`src/design/lcs_defs.vh`:
```
// Constants of the light sensor conversion sequencer.
// Assumes a 20 MHz system clock; included by the design files and by the test checker and bench.
`ifndef LCS_DEFS_VH
`define LCS_DEFS_VH

// ****************************************************************
// Timebase
// ****************************************************************
`define LCS_CLK_KHZ        20000
`define LCS_TICK_MS        5
`define LCS_TICK_CYC       (`LCS_TICK_MS * `LCS_CLK_KHZ)
`define LCS_RIPPLE_MS      50
`define LCS_TMO_MIN_MS     25
`define LCS_TMO_MAX_MS     35
`define LCS_TMO_CYC        (`LCS_TMO_MIN_MS * `LCS_CLK_KHZ)

// ****************************************************************
// Integration and power-save lengths in milliseconds
// ****************************************************************
`define LCS_TINT_400_MS    400
`define LCS_TINT_200_MS    200
`define LCS_TINT_100_MS    100
`define LCS_PSAVE_400_MS   60
`define LCS_PSAVE_200_MS   30
`define LCS_PSAVE_100_MS   15

// ****************************************************************
// Field codes and reset values
// ****************************************************************
`define LCS_ITIME_400      2'h0
`define LCS_ITIME_200      2'h1
`define LCS_ITIME_100      2'h2
`define LCS_MODE_PDOWN     2'h0
`define LCS_MODE_RSVD      2'h1
`define LCS_MODE_SINGLE    2'h2
`define LCS_MODE_CONT      2'h3
`define LCS_MODE_RST       2'h0
`define LCS_ITIME_RST      2'h0
`define LCS_PSKIP_RST      1'h0
`define LCS_RESULT_RST     16'h0000
`define LCS_RESULT_MAX     16'hFFFF

`endif

```
`src/design/lcs_sequencer.v`:
```
// Conversion sequencer of an ambient light sensing front end.
// Assumes a serial interface on clk_sys supplies configuration writes
// and a read-busy level; light pulses and bus pins are asynchronous.
`timescale 1ns/1ps
`default_nettype none
`include "lcs_defs.vh"

// Functional notes
// - Integration lasts 400, 200 or 100 ms for select codes 00, 01 and 10.
// - Each integration length is a whole multiple of 50 ms.
// - Continuous mode without skip adds 60, 30 or 15 ms of low power, giving 460, 230 or 115 ms cycles.
// - With power-save skip set the cycle lasts one integration plus the one-clock transfer.
// - A finished conversion moves its result into the readable output registers.
// - The result is double-buffered so a read in progress never sees a mixed value.
// - After each transfer the mode and skip bit decide between a new integration, the low-power interval and power-down.
// - Single-cycle mode runs one acquisition and then powers down by itself.
// - Continuous mode repeats forever and only it uses the low-power interval.
// - The result is an unsigned 16-bit count that saturates at 65535.
// - Clock or data held low for 25 to 35 ms is a bus timeout.
// - Mode 00 is power-down, 01 reserved, 10 single acquisition, 11 continuous.
// - The result is read as separate low and high byte registers.
module lcs_sequencer #(
  parameter integer P_TICK_CYC = `LCS_TICK_CYC,
  parameter integer P_TMO_CYC  = `LCS_TMO_CYC
) (
  input  wire       clk_sys,
  input  wire       arst_n,
  input  wire       cfg_wr,
  input  wire [1:0] mode_wr_val,
  input  wire [1:0] itime_wr_val,
  input  wire       pskip_wr_val,
  input  wire       read_busy,
  input  wire       light_pulse,
  input  wire       scl_in,
  input  wire       sda_in,
  output reg  [1:0] op_mode_ff,
  output reg  [1:0] integration_time_select_ff,
  output reg        power_save_skip_ff,
  output reg  [7:0] result_low_byte_ff,
  output reg  [7:0] result_high_byte_ff,
  output reg        result_new_ff,
  output reg        integrating_ff,
  output wire       bus_abort_ff
);

  // ****************************************************************
  // States and helpers
  // ****************************************************************
  localparam [1:0] ST_PDOWN = 2'h0;
  localparam [1:0] ST_INTEG = 2'h1;
  localparam [1:0] ST_XFER  = 2'h2;
  localparam [1:0] ST_PSAVE = 2'h3;

  // Lengths in 5 ms ticks
  function [6:0] tint_ticks;
    input [1:0] sel;
    integer     t;
    begin
      case (sel)
        `LCS_ITIME_200: t = `LCS_TINT_200_MS / `LCS_TICK_MS;
        `LCS_ITIME_100: t = `LCS_TINT_100_MS / `LCS_TICK_MS;
        default:        t = `LCS_TINT_400_MS / `LCS_TICK_MS;
      endcase
      tint_ticks = t[6:0];
    end
  endfunction

  function [6:0] psave_ticks;
    input [1:0] sel;
    integer     t;
    begin
      case (sel)
        `LCS_ITIME_200: t = `LCS_PSAVE_200_MS / `LCS_TICK_MS;
        `LCS_ITIME_100: t = `LCS_PSAVE_100_MS / `LCS_TICK_MS;
        default:        t = `LCS_PSAVE_400_MS / `LCS_TICK_MS;
      endcase
      psave_ticks = t[6:0];
    end
  endfunction

  // ****************************************************************
  // Reset release
  // ****************************************************************
  reg [1:0] rst_sync_ff;
  wire      rst_n;

  always @(posedge clk_sys or negedge arst_n) begin
    if (!arst_n) begin
      rst_sync_ff <= 2'h0;
    end else begin
      rst_sync_ff <= {rst_sync_ff[0], 1'b1};
    end
  end

  assign rst_n = rst_sync_ff[1];

  // ****************************************************************
  // Light pulse synchroniser and edge detect
  // ****************************************************************
  reg [2:0] pulse_sync_ff;
  wire      pulse_rise;

  always @(posedge clk_sys or negedge rst_n) begin
    if (!rst_n) begin
      pulse_sync_ff <= 3'h0;
    end else begin
      pulse_sync_ff <= {pulse_sync_ff[1:0], light_pulse};
    end
  end

  assign pulse_rise = pulse_sync_ff[1] & ~pulse_sync_ff[2];

  // ****************************************************************
  // Configuration
  // ****************************************************************
  reg  [1:0] state_ff;
  reg  [1:0] nxt_state;
  reg  [1:0] nxt_op_mode;
  reg  [1:0] run_sel_ff;
  reg  [6:0] tick_cnt_ff;
  reg  [6:0] nxt_tick_cnt;
  reg [19:0] cyc_cnt_ff;
  reg [15:0] acc_ff;
  reg [15:0] shadow_ff;
  reg        pending_ff;
  reg        nxt_pending;
  wire       tick;
  wire       run_mode;
  wire       start_req;
  wire [1:0] sel_src;

  // Reserved mode code behaves as power-down
  assign run_mode  = (op_mode_ff == `LCS_MODE_SINGLE) | (op_mode_ff == `LCS_MODE_CONT);
  assign start_req = cfg_wr & ((mode_wr_val == `LCS_MODE_SINGLE) | (mode_wr_val == `LCS_MODE_CONT));
  assign tick      = (cyc_cnt_ff == P_TICK_CYC[19:0] - 20'h00001);
  // A start strobe brings its own select with it
  assign sel_src   = cfg_wr ? itime_wr_val : integration_time_select_ff;

  always @(posedge clk_sys or negedge rst_n) begin
    if (!rst_n) begin
      integration_time_select_ff <= `LCS_ITIME_RST;
      power_save_skip_ff         <= `LCS_PSKIP_RST;
    end else if (cfg_wr) begin
      integration_time_select_ff <= itime_wr_val;
      power_save_skip_ff         <= pskip_wr_val;
    end
  end

  // ****************************************************************
  // Sequencer
  // ****************************************************************
  always @* begin
    nxt_state    = state_ff;
    nxt_op_mode  = op_mode_ff;
    nxt_tick_cnt = tick_cnt_ff;
    if (cfg_wr) begin
      nxt_op_mode = mode_wr_val;
    end
    case (state_ff)
      ST_PDOWN: begin
        nxt_tick_cnt = 7'h00;
        if (start_req) begin
          nxt_state = ST_INTEG;
        end
      end
      ST_INTEG: begin
        if (!run_mode) begin
          nxt_state    = ST_PDOWN;
          nxt_tick_cnt = 7'h00;
        end else if (tick) begin
          if (tick_cnt_ff == tint_ticks(run_sel_ff) - 7'h01) begin
            nxt_state    = ST_XFER;
            nxt_tick_cnt = 7'h00;
          end else begin
            nxt_tick_cnt = tick_cnt_ff + 7'h01;
          end
        end
      end
      ST_XFER: begin
        nxt_tick_cnt = 7'h00;
        if (op_mode_ff == `LCS_MODE_CONT && !cfg_wr) begin
          if (power_save_skip_ff) begin
            nxt_state = ST_INTEG;
          end else begin
            nxt_state = ST_PSAVE;
          end
        end else if (cfg_wr && start_req) begin
          nxt_state = ST_INTEG;
        end else begin
          nxt_state = ST_PDOWN;
          if (!cfg_wr) begin
            nxt_op_mode = `LCS_MODE_PDOWN;
          end
        end
      end
      ST_PSAVE: begin
        if (op_mode_ff != `LCS_MODE_CONT) begin
          nxt_state    = ST_PDOWN;
          nxt_tick_cnt = 7'h00;
        end else if (tick) begin
          if (tick_cnt_ff == psave_ticks(run_sel_ff) - 7'h01) begin
            nxt_state    = ST_INTEG;
            nxt_tick_cnt = 7'h00;
          end else begin
            nxt_tick_cnt = tick_cnt_ff + 7'h01;
          end
        end
      end
      default: begin
        nxt_state    = ST_PDOWN;
        nxt_tick_cnt = 7'h00;
      end
    endcase
  end

  always @(posedge clk_sys or negedge rst_n) begin
    if (!rst_n) begin
      state_ff       <= ST_PDOWN;
      op_mode_ff     <= `LCS_MODE_RST;
      tick_cnt_ff    <= 7'h00;
      cyc_cnt_ff     <= 20'h00000;
      run_sel_ff     <= `LCS_ITIME_RST;
      integrating_ff <= 1'b0;
    end else begin
      state_ff       <= nxt_state;
      op_mode_ff     <= nxt_op_mode;
      tick_cnt_ff    <= nxt_tick_cnt;
      integrating_ff <= (nxt_state == ST_INTEG);
      // Timebase restarts on every state change and halts in power-down
      if (nxt_state != state_ff || nxt_state == ST_PDOWN || tick) begin
        cyc_cnt_ff <= 20'h00000;
      end else begin
        cyc_cnt_ff <= cyc_cnt_ff + 20'h00001;
      end
      // Integration length is fixed for the whole acquisition
      if (nxt_state == ST_INTEG && state_ff != ST_INTEG) begin
        run_sel_ff <= (sel_src == 2'h3) ? `LCS_ITIME_100 : sel_src;
      end
    end
  end

  // ****************************************************************
  // Count accumulation and double-buffered result
  // ****************************************************************
  always @(posedge clk_sys or negedge rst_n) begin
    if (!rst_n) begin
      acc_ff <= `LCS_RESULT_RST;
    end else if (state_ff != ST_INTEG) begin
      acc_ff <= `LCS_RESULT_RST;
    end else if (pulse_rise && acc_ff != `LCS_RESULT_MAX) begin
      acc_ff <= acc_ff + 16'h0001;
    end
  end

  always @* begin
    nxt_pending = pending_ff;
    if (!read_busy) begin
      nxt_pending = 1'b0;
    end
    if (state_ff == ST_XFER) begin
      nxt_pending = 1'b1;
    end
  end

  always @(posedge clk_sys or negedge rst_n) begin
    if (!rst_n) begin
      shadow_ff           <= `LCS_RESULT_RST;
      pending_ff          <= 1'b0;
      result_low_byte_ff  <= 8'h00;
      result_high_byte_ff <= 8'h00;
      result_new_ff       <= 1'b0;
    end else begin
      pending_ff    <= nxt_pending;
      result_new_ff <= 1'b0;
      if (state_ff == ST_XFER) begin
        shadow_ff <= acc_ff;
      end
      // Output pair changes only while no read is in progress
      if (pending_ff && !read_busy) begin
        result_low_byte_ff  <= shadow_ff[7:0];
        result_high_byte_ff <= shadow_ff[15:8];
        result_new_ff       <= 1'b1;
      end
    end
  end

  // ****************************************************************
  // Bus timeout
  // ****************************************************************
  lcs_bus_timeout #(
    .P_TMO_CYC (P_TMO_CYC)
  ) u_tmo (
    .clk_sys      (clk_sys),
    .rst_n        (rst_n),
    .scl_in       (scl_in),
    .sda_in       (sda_in),
    .bus_abort_ff (bus_abort_ff)
  );

endmodule
`default_nettype wire

```
`src/design/lcs_bus_timeout.v`:
```
// Bus-timeout watch for the serial clock and data lines.
// Assumes both lines arrive unsynchronised from pins.
`timescale 1ns/1ps
`default_nettype none
`include "lcs_defs.vh"

module lcs_bus_timeout #(
  parameter integer P_TMO_CYC = `LCS_TMO_CYC
) (
  input  wire clk_sys,
  input  wire rst_n,
  input  wire scl_in,
  input  wire sda_in,
  output reg  bus_abort_ff
);

  // ****************************************************************
  // Synchronisers
  // ****************************************************************
  reg [1:0]  scl_sync_ff;
  reg [1:0]  sda_sync_ff;
  reg [19:0] low_cnt_ff;
  reg        fired_ff;
  wire       line_low;

  assign line_low = ~scl_sync_ff[1] | ~sda_sync_ff[1];

  always @(posedge clk_sys or negedge rst_n) begin
    if (!rst_n) begin
      scl_sync_ff <= 2'h3;
      sda_sync_ff <= 2'h3;
    end else begin
      scl_sync_ff <= {scl_sync_ff[0], scl_in};
      sda_sync_ff <= {sda_sync_ff[0], sda_in};
    end
  end

  // ****************************************************************
  // Low-time counter, one abort pulse per low episode
  // ****************************************************************
  always @(posedge clk_sys or negedge rst_n) begin
    if (!rst_n) begin
      low_cnt_ff   <= 20'h00000;
      fired_ff     <= 1'b0;
      bus_abort_ff <= 1'b0;
    end else begin
      bus_abort_ff <= 1'b0;
      if (!line_low) begin
        low_cnt_ff <= 20'h00000;
        fired_ff   <= 1'b0;
      end else if (!fired_ff) begin
        if (low_cnt_ff == P_TMO_CYC[19:0] - 20'h00001) begin
          fired_ff     <= 1'b1;
          bus_abort_ff <= 1'b1;
        end else begin
          low_cnt_ff <= low_cnt_ff + 20'h00001;
        end
      end
    end
  end

endmodule
`default_nettype wire

```
`config.mk`:
```
export PLATFORM = sky130hd
export DESIGN_NAME = lcs_sequencer
export DESIGN_NICKNAME = d
export VERILOG_FILES = /design/src/design/lcs_sequencer.v /design/src/design/lcs_bus_timeout.v
export VERILOG_INCLUDE_DIRS = /design/src /design/src/design
export SDC_FILE = /design/constraint.sdc
export NUM_CORES = 1
export LEC_CHECK = 0
export BUFFER_PORTS_ARGS = -buffer_cell sky130_fd_sc_hd__buf_2
export CORE_MARGIN = 2
export CORE_UTILIZATION = 45
export CTS_BUF_LIST = sky130_fd_sc_hd__clkbuf_4
export CTS_CLUSTER_DIAMETER = 120
export DETAILED_ROUTE_END_ITERATION = 8
export PLACE_DENSITY = 0.62
export REMOVE_ABC_BUFFERS = 1
export SYNTH_ARGS = -nofsm -noshare
export SYNTH_HDL_FRONTEND = slang
export SYNTH_SLANG_ARGS = --single-unit
```
`constraint.sdc`:
```
create_clock -name clk_sys -period 5.9 [get_ports clk_sys]
set_clock_uncertainty 0.1 [all_clocks]
set_input_delay 0.295 -clock clk_sys [delete_from_list [all_inputs] [get_ports clk_sys]]
set_output_delay 0.295 -clock clk_sys [all_outputs]
set_load 0.1 [all_outputs]
```
---- Word-level counts from Yosys, hierarchy flattened ----
Cells that the tools add are included.
cells by class
  divide/modulo/power cells ............... 0
  equal/unequal tests ..................... 24
  shift-type cells ........................ 0
  reduce and logical (&&, ||, !) cells .... 15
  magnitude comparators ................... 0
  $add $sub $neg .......................... 6
  bitwise logic cells ..................... 8
  muxes and demuxes ....................... 47
  multiply operators ...................... 0
operators with widths
  cell                     count
  $mux W7                  12
  $mux W20                 4
  $add A20 B1 Y20 const B  2
  $mux W16                 2
  $mux W2                  16
  $pmux W7 S3              1
  $eq A20 B17 Y1 const B   1
  $eq A20 B19 Y1 const B   1
  $add A16 B1 Y16 const B  1
  $eq A2 B2 Y1 const B     8
  $ne A16 B16 Y1 const B   1
  $eq A7 B7 Y1             2
  $pmux W7 S2              1
  $sub A7 B1 Y7 const B    2
  $mux W1                  9
  $pmux W2 S4              1
  $pmux W4 S2              1
  $add A7 B1 Y7 const B    1
  $eq A2 B1 Y1 const B     3
  $ne A2 B2 Y1 const B     3
  $ne A3 B3 Y1 const B     2
  $logic_and A1 B1 Y1      5
  $logic_not A2 Y1         2
  $ne A2 B1 Y1 const B     2
  other kinds (9)          17
storage, ports and cells
  flip-flop bits (word level) ............. 118
  bits in writable memories ............... 0
  ROM bits ................................ 0
  input bits .............................. 12
  logic and storage cells ................. 121
  output and inout port bits .............. 24
  bits in latches ......................... 0
  memories ................................ 0

---- Longest topological paths before layout ----
Gate-level depths: netlist (run 1).
  depth after elaboration ................. 15
  depth in mapped cells ................... 8
  mapped depth without buffers ............ 8

---- Hierarchy ----
From an unflattened synthesis (run 1), not the netlist that was laid out.
second synthesis, totals
  cell total of the unflattened synthesis .. 488
  area, all modules ....................... 5475.3 um^2
by module, submodules not included
  module           area an instance (um^2)  cells an instance  instances  seq. area each (um^2)
  lcs_sequencer    4149.0                   359                1          2302.2
  lcs_bus_timeout  1326.3                   129                1          655.6

---- Worst setup path after synthesis (run 1) ----
OpenSTA, ideal clock, no wires.
  path kind ............................... reg2reg
  start point ............................. register op_mode_ff[1]
  end point ............................... register run_sel_ff[1]
  arrival time ............................ 2237 ps
  path slack .............................. 3439 ps
  buffers on the path ..................... 0
  period minus slack after synthesis ...... 2461 ps
  stages on the path, launching flop included .. 7
  required time ........................... 5675 ps
  library setup time ...................... 125 ps
  cell sequence ........................... dfrtp_1 -> nand2_1 -> or4_1 -> nand4_1 -> o211ai_1 -> nand2_1 -> mux2_2
between the ends
  cells in the longest elaborated chain, start to end .. 6
  elaborated cells between the ends (all ways) .. 11
  those cells by class .................... 4 x eq/ne; 4 x mux; 1 x bitwise; 2 x reduce/logical
RTL lines
  item                                                        RTL line                                  RTL
  start: declaration                                          lcs_sequencer.v:36                        output reg [1:0] op_mode_ff,
  start signal: assignment                                    lcs_sequencer.v:219                       op_mode_ff <= `LCS_MODE_RST;
  start signal: assignment                                    lcs_sequencer.v:226                       op_mode_ff <= nxt_op_mode;
  $eq A2 B2 Y1 (no source line)                               --
  $or A1 B1 Y1 / $logic_and A1 B1 Y1 (equally long branches)  lcs_sequencer.v:133, lcs_sequencer.v:181
  $mux W2 (on tied branches)                                  lcs_sequencer.v:167, lcs_sequencer.v:181
  $pmux W2 S4 *                                               lcs_sequencer.v:159                       case (state_ff)
  $eq A2 B1 Y1 *                                              lcs_sequencer.v:236                       if (nxt_state == ST_INTEG && state_ff != ST_INTEG) begin
  $logic_and A1 B1 Y1 *                                       lcs_sequencer.v:236
  end signal: assignment                                      lcs_sequencer.v:222                       run_sel_ff <= `LCS_ITIME_RST;
  end signal: assignment                                      lcs_sequencer.v:237                       run_sel_ff <= (sel_src == 2'h3) ? `LCS_ITIME_100 : sel_src;
  end: declaration                                            lcs_sequencer.v:119                       reg [1:0] run_sel_ff;
Mark *: on every way between the ends. The rest lies on a longest branch, timed or not.
A chain may end at the register's enable or synchronous reset.

---- Final worst setup path (run 1) ----
  start point ............................. register u_tmo.low_cnt_ff[0]
  end point ............................... register u_tmo.low_cnt_ff[4]
between the ends
  cells in the longest elaborated chain, start to end .. 4
  elaborated cells between the ends (all ways) .. 7
  those cells by class .................... 1 x add/sub; 2 x eq/ne; 3 x mux; 1 x reduce/logical
RTL lines
  item                      RTL line              RTL
  start: declaration        lcs_bus_timeout.v:22  reg [19:0] low_cnt_ff;
  start signal: assignment  lcs_bus_timeout.v:56  low_cnt_ff <= low_cnt_ff + 20'h00001;
  $add A20 B1 Y20           lcs_bus_timeout.v:56
  $mux W20                  lcs_bus_timeout.v:52  if (low_cnt_ff == P_TMO_CYC[19:0] - 20'h00001) begin
  $mux W20                  lcs_bus_timeout.v:51  end else if (!fired_ff) begin
  $mux W20                  lcs_bus_timeout.v:48  if (!line_low) begin
Several ways; a longest one is shown, not always the timed one. The select of a mux whose other input is x is not followed.

==> results of run 1 <==
flip-flops by register name (all words and copies together) (netlist names), 2 cells and up:
register,count
shadow_ff,16
u_tmo.low_cnt_ff,20
u_tmo.scl_sync_ff,2
op_mode_ff,2
pulse_sync_ff,3
result_low_byte_ff,8
cyc_cnt_ff,20
rst_sync_ff,2
run_sel_ff,2
acc_ff,16
integration_time_select_ff,2
result_high_byte_ff,8
u_tmo.sda_sync_ff,2
state_ff,2
tick_cnt_ff,7
critical path, cell delays in order, from the launching register on:
cell	delay, ns
dfrtp_1	0.40
ha_1	0.18
nand2_1	0.23
or4_4	0.60
o41ai_4	0.97
or3_2	0.27
xor2_1	0.14
nor2_1	0.05
routing by layer:
| layer | vias up | GRT usage (%) | share of wire, % |
|---|---|---|---|
| met5 | - | 0 | 0 |
| met4 | 0 | 8.130 | 1.9 |
| met3 | 16 | 4.767 | 3.4 |
| met2 | 73 | 25.51 | 47 |
| met1 | 1821 | 21.43 | 48 |
| li1 | 1806 | - | - |
layout make-up:
cell class | count | area [µm²]
fill | 1011 | 5405
sequential | 118 | 2962
multi-input combinational | 337 | 2277
timing repair buffer | 52 | 337.8
clock inverter | 15 | 186.4
tap | 143 | 178.9
clock buffer | 17 | 127.6
inverter | 11 | 41.29
per-stage QoR:
step                      cell area (µm²)  utilization, %
final                                6111           53.06
after detailed placement             5657           49.12
after global routing                 6111           53.06
after CTS                            6111           53.06
after global placement               5657           49.12
after floorplan                      5276               -
how the worst min path moves through the flow:
stage / startpoint / slack [ns] / to
6_report: cfg_wr / 0.08 / power_save_skip_ff
5_1_grt: cfg_wr / 0.03 / power_save_skip_ff
4_1_cts: cfg_wr / 0.02 / power_save_skip_ff
3_5_place_dp: arst_n / -0.01 / rst_sync_ff[0]
3_3_place_gp: arst_n / -0.02 / rst_sync_ff[0]
2_1_floorplan: arst_n / -0.10 / rst_sync_ff[0]
repair_timing:
| action | CTS | global route |
|---|---|---|
| hold buffers | 14 | 0 |
| setup buffers | 0 | 0 |
| endpoints found under the hold margin | 11 | 0 |
| gates resized for setup | 0 | 0 |
cell families after synthesis:
logic type | Yosys count
simple gates | 198
flops | 118
xor+xnor | 50
compound gates | 41
mux | 40
buf+inv | 26
fa+ha+maj | 7
other cells | 1
power groups by stage:
stage	registers, mW	logic [mW]	clock network (mW)
after floorplan	0.905	0.0687	0
after global placement	0.875	0.130	0
after detailed placement	0.876	0.135	0
after CTS	0.861	0.142	0.653
after global routing	0.867	0.155	0.694
final	0.860	0.140	0.627
Yosys cell counts, types with 2 or more instances:
library cell | n | area, µm²
dfrtp_1 | 114 | 2853
nor2_1 | 58 | 217.7
nand4_1 | 13 | 81.33
nand2_1 | 29 | 108.9
or3_2 | 3 | 22.52
xnor2_1 | 25 | 219.0
inv_1 | 11 | 41.29
nor2b_1 | 8 | 50.05
and4_1 | 4 | 35.03
nor4_1 | 6 | 37.54
a21oi_1 | 5 | 25.02
nor3_1 | 12 | 60.06
mux2_2 | 37 | 416.7
o21ai_0 | 16 | 80.08
or2_2 | 2 | 12.51
and3_1 | 15 | 93.84
o311ai_0 | 2 | 17.52
nand3_1 | 27 | 135.1
o41ai_1 | 2 | 17.52
or4_1 | 2 | 15.01
mux2i_1 | 3 | 30.03
buf_6 | 2 | 22.52
and2_1 | 2 | 12.51
dfstp_2 | 4 | 105.1
ha_1 | 7 | 87.58
a21o_1 | 2 | 15.01
or3_1 | 3 | 18.77
xor2_1 | 25 | 219.0
nand2b_1 | 8 | 50.05
clkbuf_1 | 9 | 33.78
a22o_1 | 5 | 43.79
layout by cell type (no fill, tap or decap), types with 3 or more instances in the layout:
| cell | instances |
|---|---|
| clkinv_4 | 3 |
| dfrtp_1 | 113 |
| nand2b_1 | 8 |
| nor4_1 | 6 |
| mux2_2 | 37 |
| nand2_1 | 29 |
| nand4_1 | 13 |
| a21oi_1 | 5 |
| nor2b_1 | 8 |
| nor3_1 | 12 |
| and4_1 | 4 |
| mux2i_1 | 3 |
| clkinv_1 | 4 |
| buf_4 | 3 |
| and3_1 | 15 |
| or3_1 | 3 |
| nor2_1 | 58 |
| bufinv_16 | 4 |
| clkbuf_4 | 17 |
| buf_2 | 35 |
| nand3_1 | 27 |
| inv_1 | 11 |
| xor2_1 | 25 |
| a22o_1 | 5 |
| dlygate4sd3_1 | 14 |
| dfstp_2 | 4 |
| ha_1 | 7 |
| or3_2 | 3 |
| xnor2_1 | 25 |
| o21ai_0 | 16 |
==> out/qor.yml, run 1 <==
status:
  status: "complete, but fails checks"
  violations: "DRC"
power:
  pwr-share-comb_pct: 8.6
  p_leak_nw: 2.838
  power.total_mw: 1.628
  p_int_mw: 1.211
  p_switching_uw: 416.5
  peakVddDrop_uv: 150.5
  powerDensity_nw_per_um2: 266.4
  clkPwrFrac_pct: 38.5
  netSwitchingFraction_pct: 25.59
  seq_power_share_pct: 52.8
worst_hold_path:
  worstHoldPathCells: 2
  hp-class: "in -> reg"
clock_tree:
  cts_buffers: 17
  clock-sinks: 118
  clockRootBuffer: "clkbuf_4"
  clock_path_buffers: 2
  htreeDepth: 4
  insertion_delay_ns: 0.51
  cts_tree: "done"
  clk_pin_slew_worst_paths_ns: 0.10
global_routing:
  grt_overflow: 0
  grt_pass1_wl_um: 16910
  antenna_found_initial: 0
  first_global_vias: 3728
  grt_max_degree: 62
  grt_usage_pct: 16.52
critical_path:
  crit_type: "reg -> reg"
  rrSetupSlack_ns: 2.83
  cp_max_fo: 24
  r2r-end: "u_tmo.low_cnt_ff[4]"
  critPathArrivalTime_ns: 3.35
  worst-endpoint-required_ns: 6.18
  critPathLaunchType: "flop"
  worst_setup_path_end_kind: "flop"
  setup.worst_path.start: "u_tmo.low_cnt_ff[0]"
  cp-endpoint: "u_tmo.low_cnt_ff[4]"
  reg2regPathDepth: 7
  rr_startpoint: "u_tmo.low_cnt_ff[0]"
synth:
  synth_fa_ha_area_share_pct: 1.633
  synthCells: 481
  yosysUniqueCellTypes: 51
  synth_xor_area_share_pct: 8.164
  syn-cell-area_um2: 5364
  synth-main-ff-cell: "dfrtp_1"
  synth-seq-cells: 118
  synthSimpleGateAreaFrac_pct: 18.75
  synth.area.mux_share_pct: 8.328
  ys_warn_count: 0
  syn_avg_cell_area_um2: 11.15
  synth-compound-area-share_pct: 5.505
  seq_area_frac_synth_pct: 55.14
  synth_top_family_by_area: "simple AND/OR/NAND/NOR gates"
  async_reset_ff_share_pct: 100.0
  synth_enable_flop_cells: 0
job:
  cap_violations: 0
sta:
  setup_violations: 0
  relSlewSlack_pct: 25.95
  tightest_slew_ns: 1.107
  timing.final.crit_share_pct: 52.08
  rsz0062_at_grt: "no"
  finalHoldViolCount: 0
  holdWs_ns: 0.07893
  max_freq_ghz: 0.3255
  fin_ws_ns: 2.828
  period_minus_slack_ns: 3.072
  fin_tns_setup_ns: 0
  slew_viol_final: 0
drt:
  drtAntennaViolNets: 0
  via_per_inst: 5.362
  vias: 3716
  drtIter0Drc: 172
  firstDrtPassIters: 7
  wirelength_um: 9591
  drc_errors: 4
  wl_per_cell_um: 13.84
floorplan:
  boundaryPins: 36
  fp.coreArea_um2: 11520
  rows: 39
  fp.dieArea_um2: 12810
  die_h_um: 113.2
  die_w_um: 113.2
  start_util_pct: 46.58
place:
  dp_cells: 647
  place_ws_ns: 2.857
  io_buffers: 35
  dpl.hpwl_um: 6355
  gp_congestion: 0.8261
finish:
  drive_gt1_share_pct: 21.45
  fin_cells: 693
  syn_to_final_growth_pct: 13.93
  nNetsFinal: 556
  antenna_cells: 0
No activity file was read; power rests on OpenSTA's default activity.
==> run 2: changes to the inputs <==
--- a/config.mk
+++ b/config.mk
@@ -12,7 +12,7 @@
 export CTS_BUF_LIST = sky130_fd_sc_hd__clkbuf_4
 export CTS_CLUSTER_DIAMETER = 120
 export DETAILED_ROUTE_END_ITERATION = 8
-export PLACE_DENSITY = 0.62
+export PLACE_DENSITY = 0.65
 export REMOVE_ABC_BUFFERS = 1
 export SYNTH_ARGS = -nofsm -noshare
 export SYNTH_HDL_FRONTEND = slang
==> constraint.sdc (replaced) <==
create_clock -name clk_sys -period 2.6 [get_ports clk_sys]
set_clock_uncertainty 0.1 [all_clocks]
set_input_delay 0.13 -clock clk_sys [delete_from_list [all_inputs] [get_ports clk_sys]]
set_output_delay 0.13 -clock clk_sys [all_outputs]
set_load 0.1 [all_outputs]
==> out/qor.yml, run 2 (same netlist as run 1, synthesis figures left out) <==
power:
  peakVddDrop_uv: 529.6
  p_leak_nw: 2.916
  power.total_mw: 3.749
  seq_power_share_pct: 51.9
  netSwitchingFraction_pct: 25.85
  clkPwrFrac_pct: 39.0
  p_int_mw: 2.780
  powerDensity_nw_per_um2: 599.2
  pwr-share-comb_pct: 9.1
  p_switching_uw: 969.0
floorplan:
  rows: 39
  fp.coreArea_um2: 11520
  fp.dieArea_um2: 12810
  boundaryPins: 36
  start_util_pct: 46.58
  die_w_um: 113.2
  die_h_um: 113.2
sta:
  tightest_slew_ns: 0.5929
  finalHoldViolCount: 0
  rsz0062_at_grt: "no"
  fin_tns_setup_ns: 0
  max_freq_ghz: 0.4043
  fin_ws_ns: 0.1268
  setup_violations: 0
  holdWs_ns: 0.1399
  period_minus_slack_ns: 2.473
  slew_viol_final: 0
  relSlewSlack_pct: 60.06
  timing.final.crit_share_pct: 95.12
finish:
  nFillCells: 998
  fin_cells: 708
  layout_commonest_cell: "dfrtp_1"
  nNetsFinal: 571
  antenna_cells: 0
  drive_gt1_share_pct: 23.01
  syn_to_final_growth_pct: 16.63
  layout_common_cells: "113 x dfrtp_1, 58 x nor2_1, 37 x mux2_2"
  largestRegisters: "cyc_cnt_ff x20, u_tmo.low_cnt_ff x20"
drt:
  drtIter0Drc: 162
  drtAntennaViolNets: 0
  vias: 3742
  via_per_inst: 5.285
  firstDrtPassIters: 6
  wl_per_cell_um: 13.64
  wirelength_um: 9657
  drc_errors: 1
clock_tree:
  clock_path_buffers: 2
  cts_tree: "done"
  clock-sinks: 118
  clockRootBuffer: "clkbuf_4"
  cts_setup_buffers: 0
  insertion_delay_ns: 0.53
  clk_pin_slew_worst_paths_ns: 0.10
  cts_buffers: 17
  htreeDepth: 4
critical_path:
  critPathArrivalTime_ns: 2.83
  worstPathCellList: "or4b_1 -> or4_4 -> o41ai_4 -> buf_6 -> nor3_2 -> a21o_1 -> a21oi_2"
  crit_type: "reg -> reg"
  critPathLaunchType: "flop"
  worst-endpoint-required_ns: 2.96
  slowest_stage: "or4b_1"
  path_buf_inv: 1
  worst_setup_path_end_kind: "flop"
  critPathTopFamily: "simple AND/OR/NAND/NOR gates"
  critPathMaxStageDelay_ns: 0.51
  cp_max_fo: 19
status:
  violations: "DRC"
  status: "complete, but fails checks"
worst_hold_path:
  hp-class: "in -> reg"
place:
  dp_cells: 657
  dpl.hpwl_um: 6536
  gp_congestion: 0.8019
  io_buffers: 35
  place_ws_ns: 0.1089
job:
  cap_violations: 0
global_routing:
  antenna_found_initial: 0
  grt_usage_pct: 16.73
  first_global_vias: 3581
  grt_overflow: 0
  grt_max_degree: 53
  grt_pass1_wl_um: 16960
==> run 2: worst reg2reg max path: cells and delay by family (launching register included) <==
family,cells,cell delay (ns)
buffers and inverters,1,0.24
AOI/OAI and AO/OA,3,0.65
and+or+nand+nor,3,1.04
DFF,1,0.39
==> run 2: layout make-up <==
class / count / area, µm² / share of cell area [%]
flip-flops and latches: 118 / 2962 / 47.34
well taps: 143 / 178.9 / 2.860
repair buffers: 67 / 479.2 / 7.660
multi-input cells: 337 / 2277 / 36.40
clock inverters: 14 / 182.7 / 2.920
inverters: 11 / 41.29 / 0.6600
clock buffers: 18 / 135.1 / 2.160
==> run 2: metrics by stage <==
step / instance area, µm² / util, %
after detailed placement: 5744 / 49.88
final: 6256 / 54.32
after global routing: 6256 / 54.32
after global placement: 5744 / 49.88
after CTS: 6252 / 54.29
after floorplan: 5276 / -
==> run 2: repair_timing <==
| item | 4_1_cts | 5_1_grt |
|---|---|---|
| endpoints found under the setup margin | 0 | 7 |
| endpoints found under the hold margin | 16 | 0 |
| hold buffers | 19 | 0 |
| gates resized for setup | 0 | 1 |
==> run 2: power groups by stage <==
stage / Sequential [mW] / Combinational [mW] / Clock [mW]
CTS: 1.95 / 0.346 / 1.50
floorplan: 2.05 / 0.156 / 0
finish: 1.95 / 0.343 / 1.46
global placement: 1.98 / 0.314 / 0
global route: 1.96 / 0.381 / 1.59
detailed placement: 1.98 / 0.319 / 0
==> run 2: worst paths after layout <==
| kind | from | endpoint | slack [ns] | cells after the start |
|---|---|---|---|---|
| max | u_tmo.low_cnt_ff[11] | u_tmo.low_cnt_ff[19] | 0.13 | 7 |
| min | scl_in | u_tmo.scl_sync_ff[0] | 0.14 | 2 |
| max reg2reg | u_tmo.low_cnt_ff[11] | u_tmo.low_cnt_ff[19] | 0.13 | 7 |
| min reg2reg | rst_sync_ff[1] | integration_time_select_ff[0] | 0.17 | 0 |
| max in group asynchronous | rst_sync_ff[1] | result_high_byte_ff[2] | 1.46 | 1 |
| min in group asynchronous | rst_sync_ff[1] | integration_time_select_ff[0] | 0.17 | 0 |
==> run 2: metal layers <==
layer  wire length [µm]  share of wire, %  global-route usage [%]  vias up
met5                  0                 0                       0        -
met4                166               1.7                   7.561        0
met3                336               3.5                   4.660       13
met2               4547                47                   25.67       66
met1               4606                48                   22.28     1835
li1                   -                 -                       -     1828
==> run 3: changes to the inputs <==
--- a/config.mk
+++ b/config.mk
@@ -7,12 +7,14 @@
 export NUM_CORES = 1
 export LEC_CHECK = 0
 export BUFFER_PORTS_ARGS = -buffer_cell sky130_fd_sc_hd__buf_2
+export CELL_PAD_IN_SITES_DETAIL_PLACEMENT = 0
+export CELL_PAD_IN_SITES_GLOBAL_PLACEMENT = 1
 export CORE_MARGIN = 2
 export CORE_UTILIZATION = 45
 export CTS_BUF_LIST = sky130_fd_sc_hd__clkbuf_4
 export CTS_CLUSTER_DIAMETER = 120
 export DETAILED_ROUTE_END_ITERATION = 8
-export PLACE_DENSITY = 0.65
+export PLACE_DENSITY = 0.77
 export REMOVE_ABC_BUFFERS = 1
 export SYNTH_ARGS = -nofsm -noshare
 export SYNTH_HDL_FRONTEND = slang
==> out/qor.yml, run 3 (same netlist as run 1, synthesis figures left out) <==
sta:
  tightest_slew_ns: 0.6358
  setup_violations: 0
  finalHoldViolCount: 0
  slew_viol_final: 0
  fin_tns_setup_ns: 0
  period_minus_slack_ns: 2.451
  relSlewSlack_pct: 57.17
  rsz0062_at_grt: "no"
  timing.final.crit_share_pct: 94.27
  max_freq_ghz: 0.4080
drt:
  wl_per_cell_um: 13.97
  firstDrtPassIters: 6
  vias: 3719
  via_per_inst: 5.231
  drc_errors: 6
  drtAntennaViolNets: 0
  wirelength_um: 9934
  drtIter0Drc: 243
job:
  cap_violations: 0
clock_tree:
  insertion_delay_ns: 0.53
  htreeDepth: 4
  clock_path_buffers: 2
  cts_buffers: 17
  clk_pin_slew_worst_paths_ns: 0.11
  cts_tree: "done"
  clockRootBuffer: "clkbuf_4"
  clock-sinks: 118
finish:
  syn_to_final_growth_pct: 16.65
  drive_gt1_share_pct: 23.63
  largestRegisters: "cyc_cnt_ff x20, u_tmo.low_cnt_ff x20"
  layout_common_cells: "113 x dfrtp_1, 57 x nor2_1, 37 x mux2_2"
  nNetsFinal: 573
  layout_commonest_cell: "dfrtp_1"
critical_path:
  r2r-end: "u_tmo.low_cnt_ff[19]"
  critPathArrivalTime_ns: 2.81
  reg2regPathDepth: 7
  crit_type: "reg -> reg"
  rrSetupSlack_ns: 0.15
  worst_setup_path_end_kind: "flop"
  critPathLaunchType: "flop"
  rr_startpoint: "u_tmo.low_cnt_ff[11]"
  worst-endpoint-required_ns: 2.96
  cp_max_fo: 12
floorplan:
  fp.coreArea_um2: 11520
  rows: 39
  boundaryPins: 36
  die_w_um: 113.2
  die_h_um: 113.2
  fp.dieArea_um2: 12810
  start_util_pct: 46.58
status:
  status: "complete, but fails checks"
  violations: "DRC"
worst_hold_path:
  hp-class: "in -> reg"
  worstHoldPathCells: 4
  min_delay_worst_endpoint: "integrating_ff"
  min_from: "cfg_wr"
global_routing:
  grt_max_degree: 46
  grt_overflow: 0
  grt_pass1_wl_um: 17360
  first_global_vias: 3703
  antenna_found_initial: 0
  grt_usage_pct: 17.02
place:
  io_buffers: 35
  gp_congestion: 0.7971
  dpl.hpwl_um: 6862
power:
  p_leak_nw: 2.921
  peakVddDrop_uv: 313.0
  powerDensity_nw_per_um2: 600.9
  power.total_mw: 3.760
## run 3: cell types whose count changed in the layout (fill, tap and decap cells not counted)
cell | before | now
buf_4 | 11 | 16
nor2_1 | 58 | 57
buf_6 | 1 | 0
dlygate4sd3_1 | 19 | 18
buf_12 | 1 | 0
nor2_2 | 0 | 1
diode_2 | 0 | 1
## run 3: cell type report
type | instances | area, µm²
antenna | 1 | 2.502
clock buffer | 18 | 135.1
clock inverter | 14 | 182.7
fill | 1031 | 5259
inverter | 11 | 41.29
multi-input combinational | 337 | 2280
sequential | 118 | 2962
tap | 143 | 178.9
timing repair buffer | 69 | 475.5
## run 3: how the worst max path moves through the flow
stage	startpoint	endpoint	slack, ns	cells past startpoint
2_1_floorplan	rst_sync_ff[1]	acc_ff[0]	-1.02	0
3_3_place_gp	u_tmo.low_cnt_ff[11]	u_tmo.low_cnt_ff[2]	0.19	6
3_5_place_dp	u_tmo.low_cnt_ff[11]	u_tmo.low_cnt_ff[19]	0.17	7
4_1_cts	u_tmo.low_cnt_ff[11]	u_tmo.low_cnt_ff[19]	0.14	7
5_1_grt	u_tmo.low_cnt_ff[11]	u_tmo.low_cnt_ff[19]	0.01	7
6_report	u_tmo.low_cnt_ff[11]	u_tmo.low_cnt_ff[19]	0.15	7
## run 3: routing by layer
| metal | part of all wire [%] | GRT usage [%] | routed length, µm |
|---|---|---|---|
| met1 | 49 | 22.78 | 4886 |
| met3 | 3.0 | 4.981 | 302 |
| met5 | 0 | 0 | 0 |
| met2 | 46 | 26.03 | 4609 |
| met4 | 1.4 | 7.154 | 135 |
## run 3: power by group
part	switching (mW)	internal, mW
Combinational	0.217	0.127
Sequential	0.0644	1.89
Clock	0.698	0.765
## run 3: worst max-delay path, stage by stage, from the launching register on
cell     delay [ns]
dfrtp_1        0.39
or4b_1         0.50
or4_4          0.44
o41ai_4        0.34
buf_4          0.24
nor3_2         0.08
a21o_1         0.20
a21oi_2        0.10
## run 3: repair_timing
item / 4_1_cts / 5_1_grt
endpoints found under the setup margin: 0 / 1
buffers inserted: 0 / 0
gates resized for setup: 0 / 1
hold endpoints to repair: 16 / 0
hold buffers: 18 / 0
## run 3: per-stage QoR
step                      worst slack [ns]  instance area (µm²)  hold WS, ns  instances  util [%]
after floorplan                     -1.024                 5276      -0.2656        466         -
after global placement              0.1888                 5754      -0.1846        660     49.97
after detailed placement            0.1737                 5754      -0.1817        660     49.97
after CTS                           0.1450                 6252     0.009318        710     54.29
after global routing               0.01110                 6255      0.04124        710     54.31
final                               0.1490                 6257      0.06002        711     54.34
